File: src/include/mtc_pkg.sv
// constants shared by the modem tone control bank and its tone generator
// assumes a single 100 MHz system clock and a 32-bit classic wishbone bus

// ========================================
// package
package mtc_pkg;
	// ========================================
	// clock and tone timing
	localparam int CLK_HZ = 100_000_000;
	localparam int TONE_LOW_HZ = 400;
	localparam int TONE_HIGH_HZ = 800;
	localparam int TONE_CNT_W = 17;
	localparam int TONE_LOW_HALF = CLK_HZ / (2 * TONE_LOW_HZ);
	localparam int TONE_HIGH_HALF = CLK_HZ / (2 * TONE_HIGH_HZ);

	// ========================================
	// register indices, byte address is four times the index
	localparam logic [5:0] IDX_CODE = 6'h00;
	localparam logic [5:0] IDX_MODE = 6'h01;
	localparam logic [5:0] IDX_SWITCH = 6'h02;
	localparam logic [5:0] IDX_TX = 6'h03;
	localparam int ADR_W = 8;
	localparam int DATA_W = 32;
	localparam int NIB_W = 4;

	// ========================================
	// field positions inside the mode register
	localparam int MODE_LSB = 0;
	localparam int MODE_MSB = 2;
	localparam int DRX_SEL_BIT = 3;

	// field positions inside the switch register
	localparam int TFREQ_BIT = 0;
	localparam int TGEN_BIT = 1;
	localparam int RX_SEL_BIT = 2;
	localparam int TERM_BIT = 3;

	// field positions inside the transmit register
	localparam int ATT_BIT = 0;
	localparam int TXEN_BIT = 1;
	localparam int TERM_OUT_BIT = 2;
	localparam int LINE_OUT_BIT = 3;

	// ========================================
	// mode field encodings
	localparam logic [2:0] MODE_MODEM_TX = 3'h0;
	localparam logic [2:0] MODE_MODEM_RX = 3'h1;
	localparam logic [2:0] MODE_TONE1 = 3'h2;
	localparam logic [2:0] MODE_TONE2 = 3'h3;
	localparam logic [2:0] MODE_TONE3 = 3'h4;
	localparam logic [2:0] MODE_LOOPBACK = 3'h5;
	localparam logic [2:0] MODE_TEST = 3'h6;
	localparam logic [2:0] MODE_POWER_DOWN = 3'h7;

	// ========================================
	// reset values
	localparam logic [2:0] MODE_RESET = 3'h0;
	localparam logic [3:0] NIB_RESET = 4'h0;
	localparam logic [31:0] UNMAPPED_READ = 32'h0000_0000;

	// ========================================
	// bus answer states
	typedef enum logic [1:0] {
		ST_IDLE = 2'b01,
		ST_ACK = 2'b10
	} mtc_bus_state_t;
endpackage : mtc_pkg

File: src/hw/mtc_tone.sv
// square wave call progress tone generator, 400 or 800 hz
// assumes controls come from flip-flops on the same clock

`timescale 1ns/1ns

// ========================================
// tone generator
module mtc_tone #(
	parameter int LOW_HALF = mtc_pkg::TONE_LOW_HALF,
	parameter int HIGH_HALF = mtc_pkg::TONE_HIGH_HALF
) (
	input wire logic clk,
	input wire logic arst_n,
	input wire logic enable,
	input wire logic freq_high,
	output logic tone
);
	logic [mtc_pkg::TONE_CNT_W-1:0] count;
	logic [mtc_pkg::TONE_CNT_W-1:0] half;
	logic last;

	// ========================================
	// half period select and end of half period
	assign half = freq_high ? mtc_pkg::TONE_CNT_W'(HIGH_HALF - 1)
		: mtc_pkg::TONE_CNT_W'(LOW_HALF - 1);
	assign last = (count >= half);

	// ========================================
	// counter, held at zero while disabled
	always_ff @(posedge clk or negedge arst_n) begin
		if (!arst_n) begin
			count <= '0;
		end else if (!enable || last) begin
			count <= '0;
		end else begin
			count <= count + 1'b1;
		end
	end

	// ========================================
	// output level, low and silent while disabled
	always_ff @(posedge clk or negedge arst_n) begin
		if (!arst_n) begin
			tone <= 1'b0;
		end else if (!enable) begin
			tone <= 1'b0;
		end else if (last) begin
			tone <= ~tone;
		end
	end
endmodule : mtc_tone

File: src/hw/mtc_bank.sv
// control register bank of a modem, dtmf and call progress tone front end
// assumes a classic wishbone master on SYS_CLK and datapath signals
// that already run on SYS_CLK

`timescale 1ns/1ns

// ========================================
// register bank
module mtc_bank #(
	parameter int TONE_LOW_HALF = mtc_pkg::TONE_LOW_HALF,
	parameter int TONE_HIGH_HALF = mtc_pkg::TONE_HIGH_HALF
) (
	input wire logic SYS_CLK,
	input wire logic ARST_N,
	input wire logic WB_CYC_I,
	input wire logic WB_STB_I,
	input wire logic WB_WE_I,
	input wire logic [mtc_pkg::ADR_W-1:0] WB_ADR_I,
	input wire logic [3:0] WB_SEL_I,
	input wire logic [mtc_pkg::DATA_W-1:0] WB_DAT_I,
	output logic [mtc_pkg::DATA_W-1:0] WB_DAT_O,
	output logic WB_ACK_O,
	input wire logic [3:0] DTMF_RX_CODE,
	input wire logic DETECT_IN,
	input wire logic RX_DATA_IN,
	input wire logic CLOCK_IN,
	input wire logic AUX_IN,
	input wire logic CRYSTAL_IN,
	output logic DETECT_INDICATOR,
	output logic RX_DATA,
	output logic CLOCK_OUTPUT,
	output logic AUXILIARY_OUTPUT,
	output logic CRYSTAL_DRIVE,
	output logic BLOCK_RESET,
	output logic ANALOG_OUT_EN,
	output logic [2:0] MODE,
	output logic DTMF_RX_INPUT_SELECT,
	output logic RX_INPUT_SELECT,
	output logic TERMINATION_SWITCH,
	output logic TERMINAL_OUT_SELECT,
	output logic LINE_OUT_SELECT,
	output logic TONE_GEN_ENABLE,
	output logic TONE_FREQ_SELECT,
	output logic TRANSMIT_ENABLE,
	output logic DTMF_ATTENUATE,
	output logic MODEM_TX_ON,
	output logic DTMF_TX_ON,
	output logic [3:0] DTMF_TX_CODE,
	output logic CALL_PROGRESS_TONE
);
	// ========================================
	// decoding used in several places
	function automatic logic dtmf_tx_mode(
		input logic [2:0] m,
		input logic line_sel
	);
		dtmf_tx_mode = (m == mtc_pkg::MODE_TONE2)
			|| (m == mtc_pkg::MODE_TONE3)
			|| ((m == mtc_pkg::MODE_LOOPBACK) && !line_sel);
	endfunction : dtmf_tx_mode

	function automatic logic modem_tx_mode(
		input logic [2:0] m,
		input logic line_sel
	);
		modem_tx_mode = (m == mtc_pkg::MODE_MODEM_TX)
			|| ((m == mtc_pkg::MODE_LOOPBACK) && line_sel);
	endfunction : modem_tx_mode

	// ========================================
	// state
	mtc_pkg::mtc_bus_state_t state;
	mtc_pkg::mtc_bus_state_t next_state;
	logic [2:0] mode;
	logic dtmf_rx_input_select;
	logic rx_input_select;
	logic termination_switch;
	logic terminal_out_select;
	logic line_out_select;
	logic tone_gen_enable;
	logic tone_freq_select;
	logic transmit_enable;
	logic dtmf_attenuate;
	logic [3:0] code_written;
	logic [3:0] dtmf_tx_code;
	logic transmit_enable_prev;
	logic [mtc_pkg::DATA_W-1:0] read_data;
	logic [5:0] index;
	logic take;
	logic write_ok;
	logic power_down;
	logic tone;

	// ========================================
	// bus decode
	assign index = WB_ADR_I[mtc_pkg::ADR_W-1:2];
	assign take = (state == mtc_pkg::ST_IDLE) && WB_CYC_I && WB_STB_I;
	assign write_ok = take && WB_WE_I && WB_SEL_I[0];
	assign power_down = (mode == mtc_pkg::MODE_POWER_DOWN);

	// ========================================
	// bus answer state machine
	always_comb begin
		case (state)
			mtc_pkg::ST_IDLE: begin
				next_state = take ? mtc_pkg::ST_ACK : mtc_pkg::ST_IDLE;
			end
			mtc_pkg::ST_ACK: begin
				next_state = mtc_pkg::ST_IDLE;
			end
			default: begin
				next_state = mtc_pkg::ST_IDLE;
			end
		endcase
	end

	always_ff @(posedge SYS_CLK or negedge ARST_N) begin
		if (!ARST_N) begin
			state <= mtc_pkg::ST_IDLE;
		end else begin
			state <= next_state;
		end
	end

	assign WB_ACK_O = (state == mtc_pkg::ST_ACK);
	assign WB_DAT_O = read_data;

	// ========================================
	// read data, captured when the request is taken
	always_ff @(posedge SYS_CLK or negedge ARST_N) begin
		if (!ARST_N) begin
			read_data <= mtc_pkg::UNMAPPED_READ;
		end else if (take) begin
			read_data <= mtc_pkg::UNMAPPED_READ;
			case (index)
				mtc_pkg::IDX_CODE: begin
					read_data[mtc_pkg::NIB_W-1:0] <= DTMF_RX_CODE;
				end
				mtc_pkg::IDX_MODE: begin
					read_data[mtc_pkg::MODE_MSB:mtc_pkg::MODE_LSB] <= mode;
					read_data[mtc_pkg::DRX_SEL_BIT] <= dtmf_rx_input_select;
				end
				mtc_pkg::IDX_SWITCH: begin
					read_data[mtc_pkg::TFREQ_BIT] <= tone_freq_select;
					read_data[mtc_pkg::TGEN_BIT] <= tone_gen_enable;
					read_data[mtc_pkg::RX_SEL_BIT] <= rx_input_select;
					read_data[mtc_pkg::TERM_BIT] <= termination_switch;
				end
				mtc_pkg::IDX_TX: begin
					read_data[mtc_pkg::ATT_BIT] <= dtmf_attenuate;
					read_data[mtc_pkg::TXEN_BIT] <= transmit_enable;
					read_data[mtc_pkg::TERM_OUT_BIT] <= terminal_out_select;
					read_data[mtc_pkg::LINE_OUT_BIT] <= line_out_select;
				end
				default: begin
					read_data <= mtc_pkg::UNMAPPED_READ;
				end
			endcase
		end
	end

	// ========================================
	// mode register, kept through power-down
	always_ff @(posedge SYS_CLK or negedge ARST_N) begin
		if (!ARST_N) begin
			mode <= mtc_pkg::MODE_RESET;
			dtmf_rx_input_select <= 1'b0;
		end else if (write_ok && index == mtc_pkg::IDX_MODE) begin
			mode <= WB_DAT_I[mtc_pkg::MODE_MSB:mtc_pkg::MODE_LSB];
			dtmf_rx_input_select <= WB_DAT_I[mtc_pkg::DRX_SEL_BIT];
		end
	end

	// ========================================
	// switch register, cleared in power-down
	always_ff @(posedge SYS_CLK or negedge ARST_N) begin
		if (!ARST_N) begin
			tone_freq_select <= 1'b0;
			tone_gen_enable <= 1'b0;
			rx_input_select <= 1'b0;
			termination_switch <= 1'b0;
		end else if (power_down) begin
			tone_freq_select <= 1'b0;
			tone_gen_enable <= 1'b0;
			rx_input_select <= 1'b0;
			termination_switch <= 1'b0;
		end else if (write_ok && index == mtc_pkg::IDX_SWITCH) begin
			tone_freq_select <= WB_DAT_I[mtc_pkg::TFREQ_BIT];
			tone_gen_enable <= WB_DAT_I[mtc_pkg::TGEN_BIT];
			rx_input_select <= WB_DAT_I[mtc_pkg::RX_SEL_BIT];
			termination_switch <= WB_DAT_I[mtc_pkg::TERM_BIT];
		end
	end

	// ========================================
	// transmit register, cleared in power-down
	always_ff @(posedge SYS_CLK or negedge ARST_N) begin
		if (!ARST_N) begin
			dtmf_attenuate <= 1'b0;
			transmit_enable <= 1'b0;
			terminal_out_select <= 1'b0;
			line_out_select <= 1'b0;
		end else if (power_down) begin
			dtmf_attenuate <= 1'b0;
			transmit_enable <= 1'b0;
			terminal_out_select <= 1'b0;
			line_out_select <= 1'b0;
		end else if (write_ok && index == mtc_pkg::IDX_TX) begin
			dtmf_attenuate <= WB_DAT_I[mtc_pkg::ATT_BIT];
			transmit_enable <= WB_DAT_I[mtc_pkg::TXEN_BIT];
			terminal_out_select <= WB_DAT_I[mtc_pkg::TERM_OUT_BIT];
			line_out_select <= WB_DAT_I[mtc_pkg::LINE_OUT_BIT];
		end
	end

	// ========================================
	// written dtmf code, write only
	always_ff @(posedge SYS_CLK or negedge ARST_N) begin
		if (!ARST_N) begin
			code_written <= mtc_pkg::NIB_RESET;
		end else if (power_down) begin
			code_written <= mtc_pkg::NIB_RESET;
		end else if (write_ok && index == mtc_pkg::IDX_CODE) begin
			code_written <= WB_DAT_I[mtc_pkg::NIB_W-1:0];
		end
	end

	// ========================================
	// dtmf code latch on the transmit enable rise
	always_ff @(posedge SYS_CLK or negedge ARST_N) begin
		if (!ARST_N) begin
			transmit_enable_prev <= 1'b0;
		end else begin
			transmit_enable_prev <= transmit_enable;
		end
	end

	always_ff @(posedge SYS_CLK or negedge ARST_N) begin
		if (!ARST_N) begin
			dtmf_tx_code <= mtc_pkg::NIB_RESET;
		end else if (power_down) begin
			dtmf_tx_code <= mtc_pkg::NIB_RESET;
		end else if (transmit_enable && !transmit_enable_prev
			&& dtmf_tx_mode(mode, line_out_select)) begin
			dtmf_tx_code <= code_written;
		end
	end

	// ========================================
	// pin levels, forced in power-down
	always_ff @(posedge SYS_CLK or negedge ARST_N) begin
		if (!ARST_N) begin
			DETECT_INDICATOR <= 1'b1;
			RX_DATA <= 1'b1;
			CLOCK_OUTPUT <= 1'b1;
			AUXILIARY_OUTPUT <= 1'b0;
			CRYSTAL_DRIVE <= 1'b0;
		end else if (power_down) begin
			DETECT_INDICATOR <= 1'b1;
			RX_DATA <= 1'b1;
			CLOCK_OUTPUT <= 1'b1;
			AUXILIARY_OUTPUT <= 1'b0;
			CRYSTAL_DRIVE <= 1'b0;
		end else begin
			DETECT_INDICATOR <= DETECT_IN;
			RX_DATA <= RX_DATA_IN;
			CLOCK_OUTPUT <= CLOCK_IN;
			AUXILIARY_OUTPUT <= AUX_IN;
			CRYSTAL_DRIVE <= CRYSTAL_IN;
		end
	end

	// ========================================
	// block halt and transmitter enables
	always_ff @(posedge SYS_CLK or negedge ARST_N) begin
		if (!ARST_N) begin
			BLOCK_RESET <= 1'b1;
			ANALOG_OUT_EN <= 1'b0;
			MODEM_TX_ON <= 1'b0;
			DTMF_TX_ON <= 1'b0;
		end else begin
			BLOCK_RESET <= power_down;
			ANALOG_OUT_EN <= !power_down;
			MODEM_TX_ON <= transmit_enable
				&& modem_tx_mode(mode, line_out_select);
			DTMF_TX_ON <= transmit_enable
				&& dtmf_tx_mode(mode, line_out_select);
		end
	end

	// ========================================
	// call progress tone
	mtc_tone #(
		.LOW_HALF(TONE_LOW_HALF),
		.HIGH_HALF(TONE_HIGH_HALF)
	) u_tone (
		.clk(SYS_CLK),
		.arst_n(ARST_N),
		.enable(tone_gen_enable && !power_down),
		.freq_high(tone_freq_select),
		.tone(tone)
	);

	assign CALL_PROGRESS_TONE = tone;

	// ========================================
	// switch and select outputs, straight from the bits
	assign MODE = mode;
	assign DTMF_RX_INPUT_SELECT = dtmf_rx_input_select;
	assign RX_INPUT_SELECT = rx_input_select;
	assign TERMINATION_SWITCH = termination_switch;
	assign TERMINAL_OUT_SELECT = terminal_out_select;
	assign LINE_OUT_SELECT = line_out_select;
	assign TONE_GEN_ENABLE = tone_gen_enable;
	assign TONE_FREQ_SELECT = tone_freq_select;
	assign TRANSMIT_ENABLE = transmit_enable;
	assign DTMF_ATTENUATE = dtmf_attenuate;
	assign DTMF_TX_CODE = dtmf_tx_code;
endmodule : mtc_bank

File: config.mk
export PLATFORM = sky130hd
export DESIGN_NAME = mtc_bank
export DESIGN_NICKNAME = d
export VERILOG_FILES = /design/src/include/mtc_pkg.sv /design/src/hw/mtc_tone.sv /design/src/hw/mtc_bank.sv
export SDC_FILE = /design/constraint.sdc
export NUM_CORES = 1
export LEC_CHECK = 0
export CORE_MARGIN = 3
export CORE_UTILIZATION = 50
export DETAILED_ROUTE_END_ITERATION = 8
export DONT_BUFFER_PORTS = 1
export PLACE_DENSITY = 0.71
export SYNTH_ARGS = -nofsm -noshare
export SYNTH_HDL_FRONTEND = slang
export SYNTH_SLANG_ARGS = --single-unit
File: constraint.sdc
create_clock -name SYS_CLK -period 2.2 [get_ports SYS_CLK]
set_clock_uncertainty 0.15 [all_clocks]
set_input_delay 0 -clock SYS_CLK [delete_from_list [all_inputs] [get_ports SYS_CLK]]
set_output_delay 0 -clock SYS_CLK [all_outputs]
set_load 0.02 [all_outputs]
---- Word level (Yosys, flattened, before mapping) ----
Index checks and enable logic that the tools add are counted.
storage, ports and cells
  flip-flop bits (word level) ............. 54
  bits of input ports ..................... 58
  output and inout port bits .............. 59
  logic and storage cells ................. 100
cells by class
  add/sub/neg operators ................... 1
  $lt $le $gt $ge ......................... 1
  equality and inequality tests ........... 10
  multiplexer cells ....................... 32
  bitwise logic cells ..................... 1
  reductions and logical operators ........ 29
operators with widths
  kind                   number
  $mux 17                2
  $mux 1                 23
  $add 17x1->17 const B  1
  $ge 17x17->1           1
  $mux 4                 4
  $pmux 4 s4             1
  $logic_and 1x1->1      15
  $eq 6x2->1 const B     2
  $eq 3x3->1 const B     3
  $reduce_bool 2->1      4
  $eq 6x1->1 const B     1
  $logic_not 6->1        1
  $logic_not 1->1        4
  $logic_or 1x1->1       4
  $mux 2                 2
  $eq 3x2->1 const B     1
  $logic_not 3->1        1
  $eq 2x1->1 const B     1
  $eq 2x2->1 const B     1
  $ne 2x2->1 const B     1
  $not 1->1              1

---- Logic depth before layout (Yosys ltp) ----
  word-level depth ........................ 8
  depth in mapped cells ................... 8

---- Modules after synthesis ----
From an unflattened synthesis, not the netlist that was laid out.
second synthesis, totals
  cells, all modules ...................... 265
  area, all modules ....................... 2846.5 um2
by module, submodules not included
  module    instances  cells an instance  area each (um2)  seq. area each (um2)
  mtc_bank  1          153                1735.4           907.1
  mtc_tone  1          112                1111.1           450.4

---- Worst setup path before layout ----
No wires, ideal clock.
  path kind ............................... flip-flop to flip-flop
  start ................................... register tone_freq_select (netlist: TONE_FREQ_SELECT)
  end ..................................... register u_tone.count[10] in the netlist's numbering
  arrival ................................. 2.006 ns
  required time ........................... 1.914 ns
  slack ................................... -0.092 ns
  cell stages (with the launch flop) ...... 9
  path buffers ............................ 2
  period minus slack after synthesis ...... 2.292 ns
  cells stage by stage .................... dfrtp_1 inv_1 ha_1 nand2_1 o211ai_1 o21a_1 clkbuf_1 clkbuf_1 nor3_1
between the ends
  longest elaborated chain between the ends .. 4
ends and longest elaborated chain
  what                    RTL line         RTL
  from (decl)             mtc_bank.sv:81   logic tone_freq_select;
  from (signal assigned)  mtc_bank.sv:188  tone_freq_select <= WB_DAT_I[mtc_pkg::TFREQ_BIT];
  $mux 17                 mtc_tone.sv:24   assign half = freq_high ? mtc_pkg::TONE_CNT_W'(HIGH_HALF - 1)
  $ge 17x17->1            mtc_tone.sv:26   assign last = (count >= half);
  $logic_or 1x1->1        mtc_tone.sv:33   end else if (!enable || last) begin
  $mux 17                 mtc_tone.sv:33
  to (signal assigned)    mtc_tone.sv:36   count <= count + 1'b1;
  to (decl)               mtc_tone.sv:18   logic [mtc_pkg::TONE_CNT_W-1:0] count;
No other way between the ends.
A chain may end at the register's enable or synchronous reset.

---- Final worst setup path ----
  start ................................... input port WB_ADR_I[5] in the netlist's numbering
  end ..................................... register mode[2] (netlist: MODE[2])
between the ends
  longest elaborated chain between the ends .. 2
ends and longest elaborated chain
  what                  RTL line         RTL
  from (decl)           mtc_bank.sv:18   input wire logic [mtc_pkg::ADR_W-1:0] WB_ADR_I,
  $eq 6x1->1            mtc_bank.sv:168  end else if (write_ok && index == mtc_pkg::IDX_MODE) begin
  $logic_and 1x1->1     mtc_bank.sv:168
  to (signal assigned)  mtc_bank.sv:166  mode <= mtc_pkg::MODE_RESET;
  to (signal assigned)  mtc_bank.sv:169  mode <= WB_DAT_I[mtc_pkg::MODE_MSB:mtc_pkg::MODE_LSB];
  to (decl)             mtc_bank.sv:74   logic [2:0] mode;
No other way between the ends.

==> results.cfg <==
[clock_tree]
cts_tree = done
ctsResizeCount = 0
clock_latency_ns = 0.30
cts-root-buf = clkbuf_8
cts_buffers = 5
cts.sinks = 54
htree_num_levels = 2
path_clk_slew_ns = 0.10
cts_buffer_depth = 2

[placement]
port_buffers = 0
dp_cells = 344
hpwl_um = 4210
gp_congestion = 0.800

[synth]
synth_common_cells = dfrtp_1, buf_4, nand2_1
ys.flop_type = dfrtp_1
syn-cell-area_um2 = 2880
post-synth-top-area-cell = dfrtp_1
synth_async_sr_flop_share = 1.00
synthesis.instances = 275
synth_warnings = 0
synth_edf_count = 0
yosys_register_bits = 54
yosysSeqAreaShare = 0.472
ys_top_cells_by_area = dfrtp_1, buf_4, dfstp_2, mux2i_1, nand2_1
synth_top_area_share = 0.426
synth.distinct_cells = 45
synth.most_common_cell = dfrtp_1
syn_area_per_cell_um2 = 10.5

[global_routing]
grt_max_degree = 55
antenna_found_initial = 0
grt_pass1_wl_um = 10200
overflow = 0
grt_pass1_vias = 2096
grt_usage = 0.200

[cells_and_area]
diodes = 0
nNetsFinal = 376
layoutNonFillerInstCount = 381
postLayoutCoreUtil = 0.617
drive_gt1_frac = 0.132
areaGrowthSynthToFinish_pct = 14.4
n_fill_cell = 426

[detailed_routing]
vias = 2103
post-route-drc-count = 0
drt_wl_total_um = 6170
dr.pass1.iters = 4
detail_route.wl_per_cell_um = 16.2
vias_per_cell = 5.52
drtIter0Drc = 90
ant_nets = 0

[sta]
hold_viol = 0
hold_ws_ns = 0.0524
rsz0062_at_grt = no
fin_crit_ns = 2.08
final_max_slew_viol_count = 0
tns_ns = 0
clock.fmax_mhz = 482
finalCritPeriodShare = 0.944
setup_viol = 0

[worst_setup_path]
cp-start-kind = input port
rr_worst_depth = 6
crit_arrival_ns = 2.12
cp_num_buf_inv = 1
crit_type = in -> reg
worst-path-max-fanout = 4
r2r_setup_slack_ns = 0.14
critPathSlowestCell = dlygate4sd3_1
cp_top_family = simple AND/OR/NAND/NOR gates
cp.depth = 5
cp_slowest_stage_delay_ns = 0.55
critical_path_required_ns = 2.24
path_cells = dlygate4sd3_1, or4_4, nor3_1, nand3b_1, mux2_2
end_kind = register

[die]
dieWidth_um = 81.8
start_util = 0.539
die_height_um = 81.8
die_area_um2 = 6700
fp.coreArea_um2 = 5340
ioPinCount = 117
num_rows = 26

[power]
power_mw = 2.31
power_leakage_nw = 1.52
power_density_nw_per_um2 = 702
ir_drop_v = 0.000870

[hold_path]
hold_class = in -> async

[outcome]
outcome = finished clean

[flow_run]
maxCapViolCount = 0
-- stage by stage --
| step | area, um2 | setup slack, ns |
|---|---|---|
| final | 3290 | 0.124 |
| after global routing | 3290 | 0.0256 |
| after CTS | 3270 | 0.112 |
| after detailed placement | 2880 | 0.142 |
| after global placement | 2880 | 0.213 |
| after floorplan | 2980 | 0.0742 |
-- cell type report --
class | instances | area, um2 | area share
Timing Repair Buffer | 38 | 368 | 0.112
Clock buffer | 5 | 68.8 | 0.0209
Clock inverter | 3 | 40.0 | 0.0122
Sequential cell | 54 | 1360 | 0.413
Inverter | 11 | 41.3 | 0.0125
Tap cell | 70 | 87.6 | 0.0266
Multi-Input combinational cell | 200 | 1330 | 0.403
-- power by group --
part	internal (mW)	switching (mW)	leakage, nW
combinational	0.198	0.256	0.825
clock	0.335	0.315	0.0579
sequential	1.08	0.129	0.638
total	1.61	0.700	1.52
-- metal layers --
metal,vias to the layer above,wire [um],share of wire,global-route usage
li1,987,-,-,-
met1,1033,2670,0.43,0.260
met2,74,2990,0.48,0.323
met3,9,423,0.069,0.0537
met4,0,90,0.015,0.0631
met5,-,0,0,0
-- sequential cells by signal (all words and copies together) (netlist names), 2 cells and up --
signal	flops
WB_DAT_O	4
code_written	4
DTMF_TX_CODE	4
MODE	3
state	2
u_tone.count	17
-- final timing paths --
| path | endpoint | start |
|---|---|---|
| min | u_tone.count[1] | ARST_N |
| max reg2reg | u_tone.count[1] | u_tone.count[6] |
| min reg2reg | u_tone.count[0] | u_tone.count[0] |
| max | MODE[2] | WB_ADR_I[5] |
| max in group asynchronous | state[0] | ARST_N |
| min in group SYS_CLK | TERMINAL_OUT_SELECT | WB_SEL_I[0] |
-- worst reg2reg max path: stages, from the launching register on --
cell,delay [ns]
dfrtp_1,0.47
ha_1,0.21
nor4_1,0.37
o211ai_1,0.17
o21a_1,0.24
buf_4,0.17
nor3b_1,0.19
-- kinds of logic after synthesis --
kind of cell | Yosys count | share of synthesized area
multiplexers | 20 | 0.0888
XOR/XNOR | 13 | 0.0396
buffers and inverters | 48 | 0.102
flip-flops | 54 | 0.472
adder cells (fa/ha/maj) | 8 | 0.0348
AND/OR/NAND/NOR | 103 | 0.200
other | 1 | 0.00130
AO/OA/AOI/OAI | 28 | 0.0614
-- repair_timing --
action,CTS,global route
setup endpoints to repair,0,14
buffers inserted,0,3
endpoints found under the hold margin,81,0
hold buffers,26,0
-- layout by cell type (no fill, tap or decap), types with 3 or more instances in the layout --
| cell | count |
|---|---|
| xnor2_1 | 7 |
| nor4_1 | 4 |
| nand2b_1 | 4 |
| ha_1 | 8 |
| dfrtp_1 | 48 |
| nand2_1 | 29 |
| nand3_1 | 10 |
| nand4_1 | 11 |
| mux4_2 | 4 |
| conb_1 | 28 |
| nor3_1 | 20 |
| and2_1 | 4 |
| mux2_2 | 4 |
| clkbuf_8 | 5 |
| a21oi_1 | 7 |
| o211ai_1 | 3 |
| buf_4 | 12 |
| mux2i_1 | 12 |
| or3_1 | 3 |
| dlygate4sd3_1 | 25 |
| inv_1 | 11 |
| xor2_1 | 6 |
| dfstp_2 | 5 |
| o21ai_0 | 7 |
No activity file was read; power rests on OpenSTA's default activity.
